==> config.mk <==
export PLATFORM = sky130hd
export DESIGN_NAME = qsf_top
export DESIGN_NICKNAME = d
export VERILOG_FILES = /design/src/core/qsf_top.v /design/src/core/qsf_sync.v
export VERILOG_INCLUDE_DIRS = /design/src /design/src/core
export SDC_FILE = /design/constraint.sdc
export NUM_CORES = 1
export LEC_CHECK = 0
export ABC_AREA = 1
export BUFFER_PORTS_ARGS = -buffer_cell sky130_fd_sc_hd__buf_4
export CAP_MARGIN = 20
export CORE_ASPECT_RATIO = 0.6
export CORE_MARGIN = 5
export CORE_UTILIZATION = 49
export DETAILED_ROUTE_END_ITERATION = 7
export PLACE_DENSITY = 0.75
export SYNTH_ARGS = -nofsm -noshare
export SYNTH_HDL_FRONTEND = slang
export SYNTH_HIERARCHICAL = 1
export SYNTH_SLANG_ARGS = --single-unit
==> constraint.sdc <==
create_clock -name i_sys_clk -period 1.09 [get_ports i_sys_clk]
set_clock_uncertainty 0.05 [all_clocks]
set_input_delay 0.327 -clock i_sys_clk [delete_from_list [all_inputs] [get_ports i_sys_clk]]
set_output_delay 0.327 -clock i_sys_clk [all_outputs]
set_load 0.01 [all_outputs]
==> src/core/qsf_regs.vh <==
// Constants for the questionable status filter block
`ifndef QSF_REGS_VH
`define QSF_REGS_VH

// Width of a status word as seen by the host
`define QSF_WORD_W 16
// Number of live fault bits
`define QSF_FAULT_W 9
// Zero upper bits padding a 9-bit value into a status word
`define QSF_PAD_W 7

// Fault bit positions in the status word
`define QSF_BIT_INNER_ADC 0
`define QSF_BIT_INNER_DCDC 1
`define QSF_BIT_OVER_POWER 2
`define QSF_BIT_OVER_TEMP 3
`define QSF_BIT_OUTPUT_SHORT 4
`define QSF_BIT_FAN_FAIL 5
`define QSF_BIT_OVER_CURRENT 6
`define QSF_BIT_LINE_INPUT 7
`define QSF_BIT_OVER_VOLTAGE 8

// Command codes from the command parser
`define QSF_CMD_W 3
`define QSF_CMD_READ_COND 3'h0
`define QSF_CMD_READ_EVENT 3'h1
`define QSF_CMD_WRITE_FALL 3'h2
`define QSF_CMD_READ_FALL 3'h3
`define QSF_CMD_WRITE_RISE 3'h4
`define QSF_CMD_READ_RISE 3'h5
`define QSF_CMD_READ_ERROR 3'h6

// Parser error indications
`define QSF_ERR_W 3
`define QSF_ERR_NONE 3'h0
`define QSF_ERR_FORMAT 3'h1
`define QSF_ERR_RANGE 3'h2
`define QSF_ERR_TOO_MANY 3'h3
`define QSF_ERR_EXEC 3'h4

// Reset values
`define QSF_FAULT_RST 9'h000
`define QSF_WORD_RST 16'h0000

`endif

==> src/core/qsf_top.v <==
// Questionable status filter: condition, transition filters, event and parser error
`timescale 1ns/1ps
`include "qsf_regs.vh"

// Functional notes
// - Falling edge with falling filter bit sets event
// - Rising edge with rising filter bit sets event
// - Both filter bits zero never set event
// - Fixed fault to status bit mapping, 15-9 unused
// - Both filters writable and readable; host writes 0-511
// - Error query returns one of five indications
// - Event register read-only, accumulates, stays 0-511
// - Condition register is read-only live fault image
// - Summary set when enabled and event nonzero
module qsf_top #(
  parameter FAULT_W = `QSF_FAULT_W
) (
  input wire i_sys_clk,
  input wire i_reset_n,
  input wire i_over_voltage_fault,
  input wire i_line_input_fault,
  input wire i_over_current_fault,
  input wire i_fan_fault,
  input wire i_output_short_fault,
  input wire i_over_temp_fault,
  input wire i_over_power_fault,
  input wire i_inner_dcdc_stage_fault,
  input wire i_inner_adc_stage_fault,
  input wire i_cmd_valid,
  input wire [`QSF_CMD_W-1:0] i_cmd_code,
  input wire [`QSF_WORD_W-1:0] i_cmd_data,
  input wire i_err_valid,
  input wire [`QSF_ERR_W-1:0] i_err_code,
  input wire i_ques_srq_enable,
  output reg o_rsp_valid,
  output reg [`QSF_WORD_W-1:0] o_rsp_data,
  output reg o_ques_summary
);

  // Data path in brief:
  // Fault pins gathered into status order
  // Two flops bring them onto the system clock
  // Synchronised image compared with its previous value
  // Each edge masked by its falling or rising filter bit
  // Masked edges collect in the event register until read
  // Parser errors kept apart, one indication at a time
  // Answers leave through one registered response port

  wire [FAULT_W-1:0] fault_raw; // Pins gathered into status order
  // Only the synchroniser's second stage feeds the logic below
  wire [FAULT_W-1:0] cond_live; // Synchronised condition image

  // Edge state resets low, the idle level of the fault pins,
  // so release of reset never shows a false rising edge
  reg [FAULT_W-1:0] cond_prev_reg; // Condition one cycle earlier
  reg [FAULT_W-1:0] fall_filter_reg; // Falling edge filter
  reg [FAULT_W-1:0] fall_filter_next;
  reg [FAULT_W-1:0] rise_filter_reg; // Rising edge filter
  reg [FAULT_W-1:0] rise_filter_next;
  reg [FAULT_W-1:0] event_reg; // Latched events
  reg [FAULT_W-1:0] event_next;
  reg [`QSF_ERR_W-1:0] error_reg; // Pending parser error
  reg [`QSF_ERR_W-1:0] error_next;
  // Response word holds between answers; only the strobe pulses
  reg rsp_valid_next;
  reg [`QSF_WORD_W-1:0] rsp_data_next;
  reg summary_next;

  // One bit per status position, high for a single cycle
  wire [FAULT_W-1:0] fall_hits; // Filtered falling edges
  wire [FAULT_W-1:0] rise_hits; // Filtered rising edges

  // Pad a fault vector into a host word, upper bits read as zero
  // Used by every read that returns a nine-bit value
  function [`QSF_WORD_W-1:0] widen;
    input [FAULT_W-1:0] val;
    begin
      widen = {{(`QSF_WORD_W-FAULT_W){1'b0}}, val};
    end
  endfunction

  // Accept only the four nonzero indications; anything else is an execution error
  // Keeps the query from ever returning a sixth value
  // Zero never reaches here; it means no report
  function [`QSF_ERR_W-1:0] legal_err;
    input [`QSF_ERR_W-1:0] code;
    begin
      case (code)
        `QSF_ERR_FORMAT: legal_err = `QSF_ERR_FORMAT;
        `QSF_ERR_RANGE: legal_err = `QSF_ERR_RANGE;
        `QSF_ERR_TOO_MANY: legal_err = `QSF_ERR_TOO_MANY;
        default: legal_err = `QSF_ERR_EXEC;
      endcase
    end
  endfunction

  // Fault pins placed at their status bit positions
  // Bits 15-9 have no source and read back as zero
  // Pin order is fixed by the status word, not by the port list
  assign fault_raw[`QSF_BIT_OVER_VOLTAGE] = i_over_voltage_fault;
  assign fault_raw[`QSF_BIT_LINE_INPUT] = i_line_input_fault;
  assign fault_raw[`QSF_BIT_OVER_CURRENT] = i_over_current_fault;
  assign fault_raw[`QSF_BIT_FAN_FAIL] = i_fan_fault;
  assign fault_raw[`QSF_BIT_OUTPUT_SHORT] = i_output_short_fault;
  assign fault_raw[`QSF_BIT_OVER_TEMP] = i_over_temp_fault;
  assign fault_raw[`QSF_BIT_OVER_POWER] = i_over_power_fault;
  assign fault_raw[`QSF_BIT_INNER_DCDC] = i_inner_dcdc_stage_fault;
  assign fault_raw[`QSF_BIT_INNER_ADC] = i_inner_adc_stage_fault;

  // Fault pins are asynchronous to the system clock
  // Two cycles of latency on every edge, traded for keeping
  // metastable values out of the edge detector
  qsf_sync #(
    .WIDTH(FAULT_W)
  ) u_fault_sync (
    .i_sys_clk(i_sys_clk),
    .i_reset_n(i_reset_n),
    .i_async(fault_raw),
    .o_sync(cond_live)
  );

  // Edge detection gated per bit by the two filters
  // Both filter bits clear: no hit in either direction
  // Both set: every change of the condition bit latches
  assign fall_hits = cond_prev_reg & ~cond_live & fall_filter_reg;
  assign rise_hits = ~cond_prev_reg & cond_live & rise_filter_reg;

  // Next-state logic for filters, events, error and response
  always @* begin
    fall_filter_next = fall_filter_reg;
    rise_filter_next = rise_filter_reg;
    event_next = event_reg | fall_hits | rise_hits;
    error_next = error_reg;
    rsp_valid_next = 1'b0;
    // Hold the last answer word; only the strobe drops back
    rsp_data_next = o_rsp_data;
    // One command per cycle; unknown codes fall to the default branch
    if (i_cmd_valid) begin
      case (i_cmd_code)
        // Live image, not latched; a short glitch is not seen here
        `QSF_CMD_READ_COND: begin
          rsp_valid_next = 1'b1;
          rsp_data_next = widen(cond_live);
        end
        `QSF_CMD_READ_EVENT: begin
          rsp_valid_next = 1'b1;
          rsp_data_next = widen(event_reg);
          // Clear on read; edges in this same cycle survive
          event_next = fall_hits | rise_hits;
        end
        `QSF_CMD_WRITE_FALL: begin
          // Upper bits dropped, so out-of-range writes cannot arm unused bits
          fall_filter_next = i_cmd_data[FAULT_W-1:0];
        end
        // Nine stored bits, padded for the host
        `QSF_CMD_READ_FALL: begin
          rsp_valid_next = 1'b1;
          rsp_data_next = widen(fall_filter_reg);
        end
        // Same truncation as the falling filter
        `QSF_CMD_WRITE_RISE: begin
          rise_filter_next = i_cmd_data[FAULT_W-1:0];
        end
        `QSF_CMD_READ_RISE: begin
          rsp_valid_next = 1'b1;
          rsp_data_next = widen(rise_filter_reg);
        end
        // Returns the pending indication and frees the slot
        `QSF_CMD_READ_ERROR: begin
          rsp_valid_next = 1'b1;
          rsp_data_next = {{(`QSF_WORD_W-`QSF_ERR_W){1'b0}}, error_reg};
          error_next = `QSF_ERR_NONE;
        end
        default: begin
          // Unknown codes are ignored, no response
          rsp_valid_next = 1'b0;
        end
      endcase
    end
    // A new parser error wins over the clear of a query in the same cycle
    if (i_err_valid && (i_err_code != `QSF_ERR_NONE)) begin
      if (error_reg == `QSF_ERR_NONE || (i_cmd_valid && i_cmd_code == `QSF_CMD_READ_ERROR)) begin
        error_next = legal_err(i_err_code);
      end else begin
        // Slot already taken, so report the overflow instead
        error_next = `QSF_ERR_TOO_MANY;
      end
    end
    // Built from the next event value, so the summary moves on
    // the same edge as the event register, not a cycle behind
    summary_next = i_ques_srq_enable && (event_next != `QSF_FAULT_RST);
  end

  // State registers; everything returns to zero and no error at reset
  // Reset branch assigns constants only
  // Filters come up disarmed, so no event can latch before setup
  always @(posedge i_sys_clk or negedge i_reset_n) begin
    if (!i_reset_n) begin
      cond_prev_reg <= `QSF_FAULT_RST;
      fall_filter_reg <= `QSF_FAULT_RST;
      rise_filter_reg <= `QSF_FAULT_RST;
      event_reg <= `QSF_FAULT_RST;
      error_reg <= `QSF_ERR_NONE;
      o_rsp_valid <= 1'b0;
      // Answer word reads zero until the first response
      o_rsp_data <= `QSF_WORD_RST;
      o_ques_summary <= 1'b0;
    end else begin
      cond_prev_reg <= cond_live;
      fall_filter_reg <= fall_filter_next;
      rise_filter_reg <= rise_filter_next;
      event_reg <= event_next;
      error_reg <= error_next;
      o_rsp_valid <= rsp_valid_next;
      o_rsp_data <= rsp_data_next;
      o_ques_summary <= summary_next;
    end
  end

  // Limitation: no per-bit mask between events and summary;
  // any nonzero event raises it while requests are enabled

endmodule // qsf_top

==> src/core/qsf_sync.v <==
// Two-flop synchroniser for a bus of independent level inputs
`timescale 1ns/1ps
module qsf_sync #(
  parameter WIDTH = 9
) (
  input wire i_sys_clk,
  input wire i_reset_n,
  input wire [WIDTH-1:0] i_async,
  output wire [WIDTH-1:0] o_sync
);

  reg [WIDTH-1:0] meta_reg; // First stage, read only by the second
  reg [WIDTH-1:0] sync_reg; // Second stage, safe to use

  // Each bit is an independent level, so no cross-bit coherence is needed
  always @(posedge i_sys_clk or negedge i_reset_n) begin
    if (!i_reset_n) begin
      meta_reg <= {WIDTH{1'b0}};
      sync_reg <= {WIDTH{1'b0}};
    end else begin
      meta_reg <= i_async;
      sync_reg <= meta_reg;
    end
  end

  assign o_sync = sync_reg;

endmodule // qsf_sync

Yosys cells after proc, flatten, opt, wreduce, memory -nomap -nowiden
Cells that the tools add are included.
W data, S select, Z words.
{"block": "word_totals", "output_inout_bits": 18, "reg_bits": 75}
{"block": "op_classes", "eq_ne": 9, "bitwise": 9, "mux": 10, "n_reduce_logical": 16}
{"op": "$pmux W16 S5", "count": 1}
{"op": "$and A9 B9 Y9", "count": 4}
{"op": "$or A9 B9 Y9", "count": 3}
{"op": "$mux W9", "count": 2}
{"op": "$not A9 Y9", "count": 2}
{"op": "$eq A3 B2 Y1 const B", "count": 4}
{"op": "$mux W3", "count": 4}
{"op": "$eq A3 B3 Y1 const B", "count": 3}
{"op": "$pmux W3 S3", "count": 1}
{"op": "$reduce_bool A9 Y1", "count": 1}
{"op": "$reduce_and A2 Y1", "count": 4}
{"op": "$eq A3 B1 Y1 const B", "count": 2}
{"op": "$logic_not A3 Y1", "count": 2}
{"op": "$reduce_bool A5 Y1", "count": 1}
{"op": "$reduce_or A5 Y1", "count": 1}
{"op": "$reduce_bool A2 Y1", "count": 2}
{"op": "$logic_and A1 B1 Y1", "count": 3}
{"op": "$reduce_bool A3 Y1", "count": 1}
{"op": "$mux W1", "count": 2}
{"op": "$logic_or A1 B1 Y1", "count": 1}

Logic depth before layout (Yosys ltp)
{"block": "logic_depth", "depth_word": 9, "depth_mapped": 9}

Hierarchy
The synthesis kept the hierarchy.
{"mod": "qsf_top", "area_each_um2": 2349.8, "n_inst": 1, "cells_each": 287, "seq_area_each_um2": 1251.2}
{"mod": "qsf_sync", "area_each_um2": 450.4, "n_inst": 1, "cells_each": 18, "seq_area_each_um2": 450.4}

Least setup slack after synthesis
OpenSTA, ideal clock, no wires.
{"block": "synth_path", "path_kind": "input to register", "startpoint": "input port i_cmd_valid", "endpoint": "register o_ques_summary", "stages": 9, "setup_time_ps": 115, "n_path_buf": 0, "required_time_ps": 924, "t_arrival_ps": 1064, "slack_ps": -139, "path_cell_list": "inv_1 > nor2_1 > nand2_4 > nand2_1 > nand2_1 > nor2_1 > nand3_1 > nor2_1 > nor2_1"}
{"block": "synth_between", "elab_chain_cells": 3}
{"item": "start, declared", "line_no": "qsf_top.v:29", "source": "input wire i_cmd_valid,"}
{"item": "$mux W9", "line_no": "qsf_top.v:138", "source": "if (i_cmd_valid) begin"}
{"item": "via event_next[7]", "line_no": "qsf_top.v:61", "source": "reg [FAULT_W-1:0] event_next;"}
{"item": "$reduce_bool A9 Y1 (no source line)"}
{"item": "$logic_and A1 B1 Y1", "line_no": "qsf_top.v:191", "source": "summary_next = i_ques_srq_enable && (event_next != `QSF_FAULT_RST);"}
{"item": "via summary_next", "line_no": "qsf_top.v:67", "source": "reg summary_next;"}
{"item": "end signal, assigned", "line_no": "qsf_top.v:216", "source": "o_ques_summary <= summary_next;"}
{"item": "end, declared", "line_no": "qsf_top.v:37", "source": "output reg o_ques_summary"}
The timed path passes the listed nets, and every way through them passes these cells.
A chain may end at the register's enable or synchronous reset.

Final worst setup path
{"block": "layout_path", "startpoint": "register o_rsp_data[1]", "endpoint": "output port o_rsp_data[1]"}
{"item": "start, declared", "line_no": "qsf_top.v:36", "source": "output reg [`QSF_WORD_W-1:0] o_rsp_data,"}
{"item": "start signal, assigned", "line_no": "qsf_top.v:206", "source": "o_rsp_data <= `QSF_WORD_RST;"}
{"item": "start signal, assigned", "line_no": "qsf_top.v:215", "source": "o_rsp_data <= rsp_data_next;"}
No word-level cell between the ends.

==> out/metrics.csv <==
metric;value;unit
status;complete, but fails checks;
failing checks;negative setup slack;
P&R area growth vs syn;48.66;%
Die ar.;7376;µm²
# IOs;54;
VDD IR max;1.115;mV
DIE WIDTH;107.6;µm
Final setup viols;16;
Seq/Total Area, Yosys;0.6077;
YS warnings;6;
clk_lat worst skew;0.34;ns
HP Class;in -> reg;
post-DP HPWL;4677;µm
initial antenna violation count;0;
RSZ-0062 raised after global routing;yes;
drt initial violations;211;
Total Routing Usage GR;0.1993;
post-route cell area;4163;µm²
routed via count;2395;
synthesized cell area;2800;µm²
Startpoint Class;register;
GR Util met3;0.05488;
row count;21;
Worst EP arrival;0.89;ns
Post-Syn Instances;305;
first-pass GRT wire length;11050;µm
Synth area leaders;dfrtp_1 61%, nand2_1 11%, o21ai_0 5.5%;
critical path required time;0.71;ns
Placed Area;3622;µm²
Clock transition at path regs;0.08;ns
final worst-path cycle share;1.158;
register bit total from synthesis;68;
RD Place Congestion;0.8540;
Max Root-Sink Buffers;2;
crit path kind;reg -> out;
syn_area_per_cell;9.181;µm²
clk sinks;68;
Slowest cell on crit path;dfrtp_1;
Max-cap violations;0;
gr ovfl total;0;
most common cell after layout, fill and taps aside;nand2_1;
top cell type's share of synthesized area;0.6077;
die height;68.56;µm
share of cells above drive strength 1;0.3705;
CP Max Fanout;2;
crit path buf inv count;1;
fmax;0.7922;GHz
max-slew violation count;0;
CTS tree;done;
ys async rst share;1.000;
DR vias/cell;4.858;
GR Layer Usage met2;0.2980;
Cell Chain, Critical Path;buf_6;
synth unique cells;26;
H-tree depth;3;
leakage power;2.097;nW
CP delay by family, top;flip-flops;
Residual DRC;0;
ys flop type;dfrtp_1;
DR WL/cell;14.25;µm
Max stage delay on crit path;0.41;ns
endpoint class of the critical path;primary output;
Final Instance Count excl. Fillers;493;
placed insts;465;
final WL;7027;µm
Nets;444;
final hold viol count;0;
largest net degree at the start of global routing;31;
EDFF count, synth;0;
power per standard cell area;1715;nW/µm²
DRT Pass-1 Iters;4;
n_diodes;0;
Tmin final;1.262;ns
IO buf count;39;
total CTS buffers;9;
grt peak-use layer;met2;
Initial Util;0.5027;
core area;5570;µm²
FILL cells;386;
vias in the first global route;2354;
area leader, netlist;dfrtp_1;
root buffer cell;clkbuf_8;
most frequent cells in the layout;75 x nand2_1, 74 x buf_4, 68 x dfrtp_1, 27 x inv_1, 24 x nor2_1;
GR Util met1;0.2836;
Final ANT Viol Nets;0;
setup ws final;-0.1723;ns
==> power breakdown <==
| group | total, mW | internal, mW | switching, mW |
|---|---|---|---|
| Sequential | 3.08 | 2.86 | 0.215 |
| Clock | 2.56 | 1.60 | 0.966 |
| Combinational | 1.50 | 0.780 | 0.719 |
| Total | 7.14 | 5.24 | 1.90 |
==> Yosys cell counts, types with 2 or more instances <==
cell type	n
nand2_1	85
nor3_1	3
nand3_2	2
o21ai_1	4
nand3_1	17
inv_2	3
nor2_1	25
nand2_2	3
o21ai_0	31
a31oi_1	5
clkbuf_1	2
dfrtp_1	68
inv_1	28
nor2_4	2
a21oi_1	10
buf_4	7
==> logic make-up (layout without fill, tap and decap cells) <==
kind of cell / Yosys count / in the layout / synth area share
and+or+nand+nor: 141 / 141 / 0.2234
DFF: 68 / 68 / 0.6077
AOI/OAI and AO/OA: 52 / 52 / 0.09741
buffers and inverters: 43 / 145 / 0.07015
other: 1 / 7 / 0.001339
==> layout make-up <==
| class | instances | area (µm²) | share of cell area |
|---|---|---|---|
| inverters | 32 | 148.9 | 0.03577 |
| clock inverters | 5 | 107.6 | 0.02585 |
| well taps | 80 | 100.1 | 0.02405 |
| flip-flops and latches | 68 | 1702 | 0.4088 |
| multi-input cells | 200 | 1099 | 0.2639 |
| repair buffers | 96 | 858.3 | 0.2062 |
| repair inverters | 1 | 6.256 | 0.001503 |
| clock buffers | 11 | 141.4 | 0.03396 |
==> routing by layer <==
metal	wire [µm]	vias to the layer above
met2	3173	74
met4	75	0
li1	-	1171
met1	3313	1142
met5	0	-
met3	465	8
==> through the flow <==
stage / worst slack, ns / hold slack, ns / TNS [ns] / utilization / power, mW
after floorplan: -0.06408 / -0.01859 / -0.2182 / - / 3.636
after global placement: -0.3578 / 0.1633 / -9.629 / 0.6503 / 4.312
after detailed placement: -0.4234 / 0.1654 / -10.78 / 0.6503 / 4.355
after CTS: -0.1910 / 0.01585 / -2.002 / 0.7145 / 7.044
after global routing: -0.2511 / 0.01474 / -2.516 / 0.7473 / 7.488
final: -0.1723 / 0.03318 / -1.881 / 0.7473 / 7.137
==> timing repair <==
item / in CTS / in global routing
pin swaps: 6 / 19
resized for setup: 15 / 42
endpoints found under the setup margin: 22 / 33
buffers inserted: 6 / 8
endpoints found under the hold margin: 13 / 0
cloned: 0 / 1
hold buffers: 1 / 0
==> worst paths after layout <==
| path | from | endpoint | slack, ns | cells after the start |
|---|---|---|---|---|
| setup / recovery | o_rsp_data[1]$_DFFE_PN0P_ | o_rsp_data[1] | -0.17 | 1 |
| hold / removal | i_fan_fault | u_fault_sync/meta_reg[5]$_DFF_PN0_ | 0.03 | 1 |
| setup reg to reg | fall_filter_reg[7]$_DFFE_PN0P_ | o_ques_summary$_DFF_PN0_ | -0.15 | 8 |
| hold reg to reg | u_fault_sync/meta_reg[1]$_DFF_PN0_ | u_fault_sync/o_sync[1]$_DFF_PN0_ | 0.30 | 0 |
| max in group asynchronous | i_reset_n | u_fault_sync/o_sync[2]$_DFF_PN0_ | 0.22 | 3 |
| min in group asynchronous | i_reset_n | event_reg[8]$_DFF_PN0_ | 0.34 | 2 |
(Power assumes the default switching activity.)
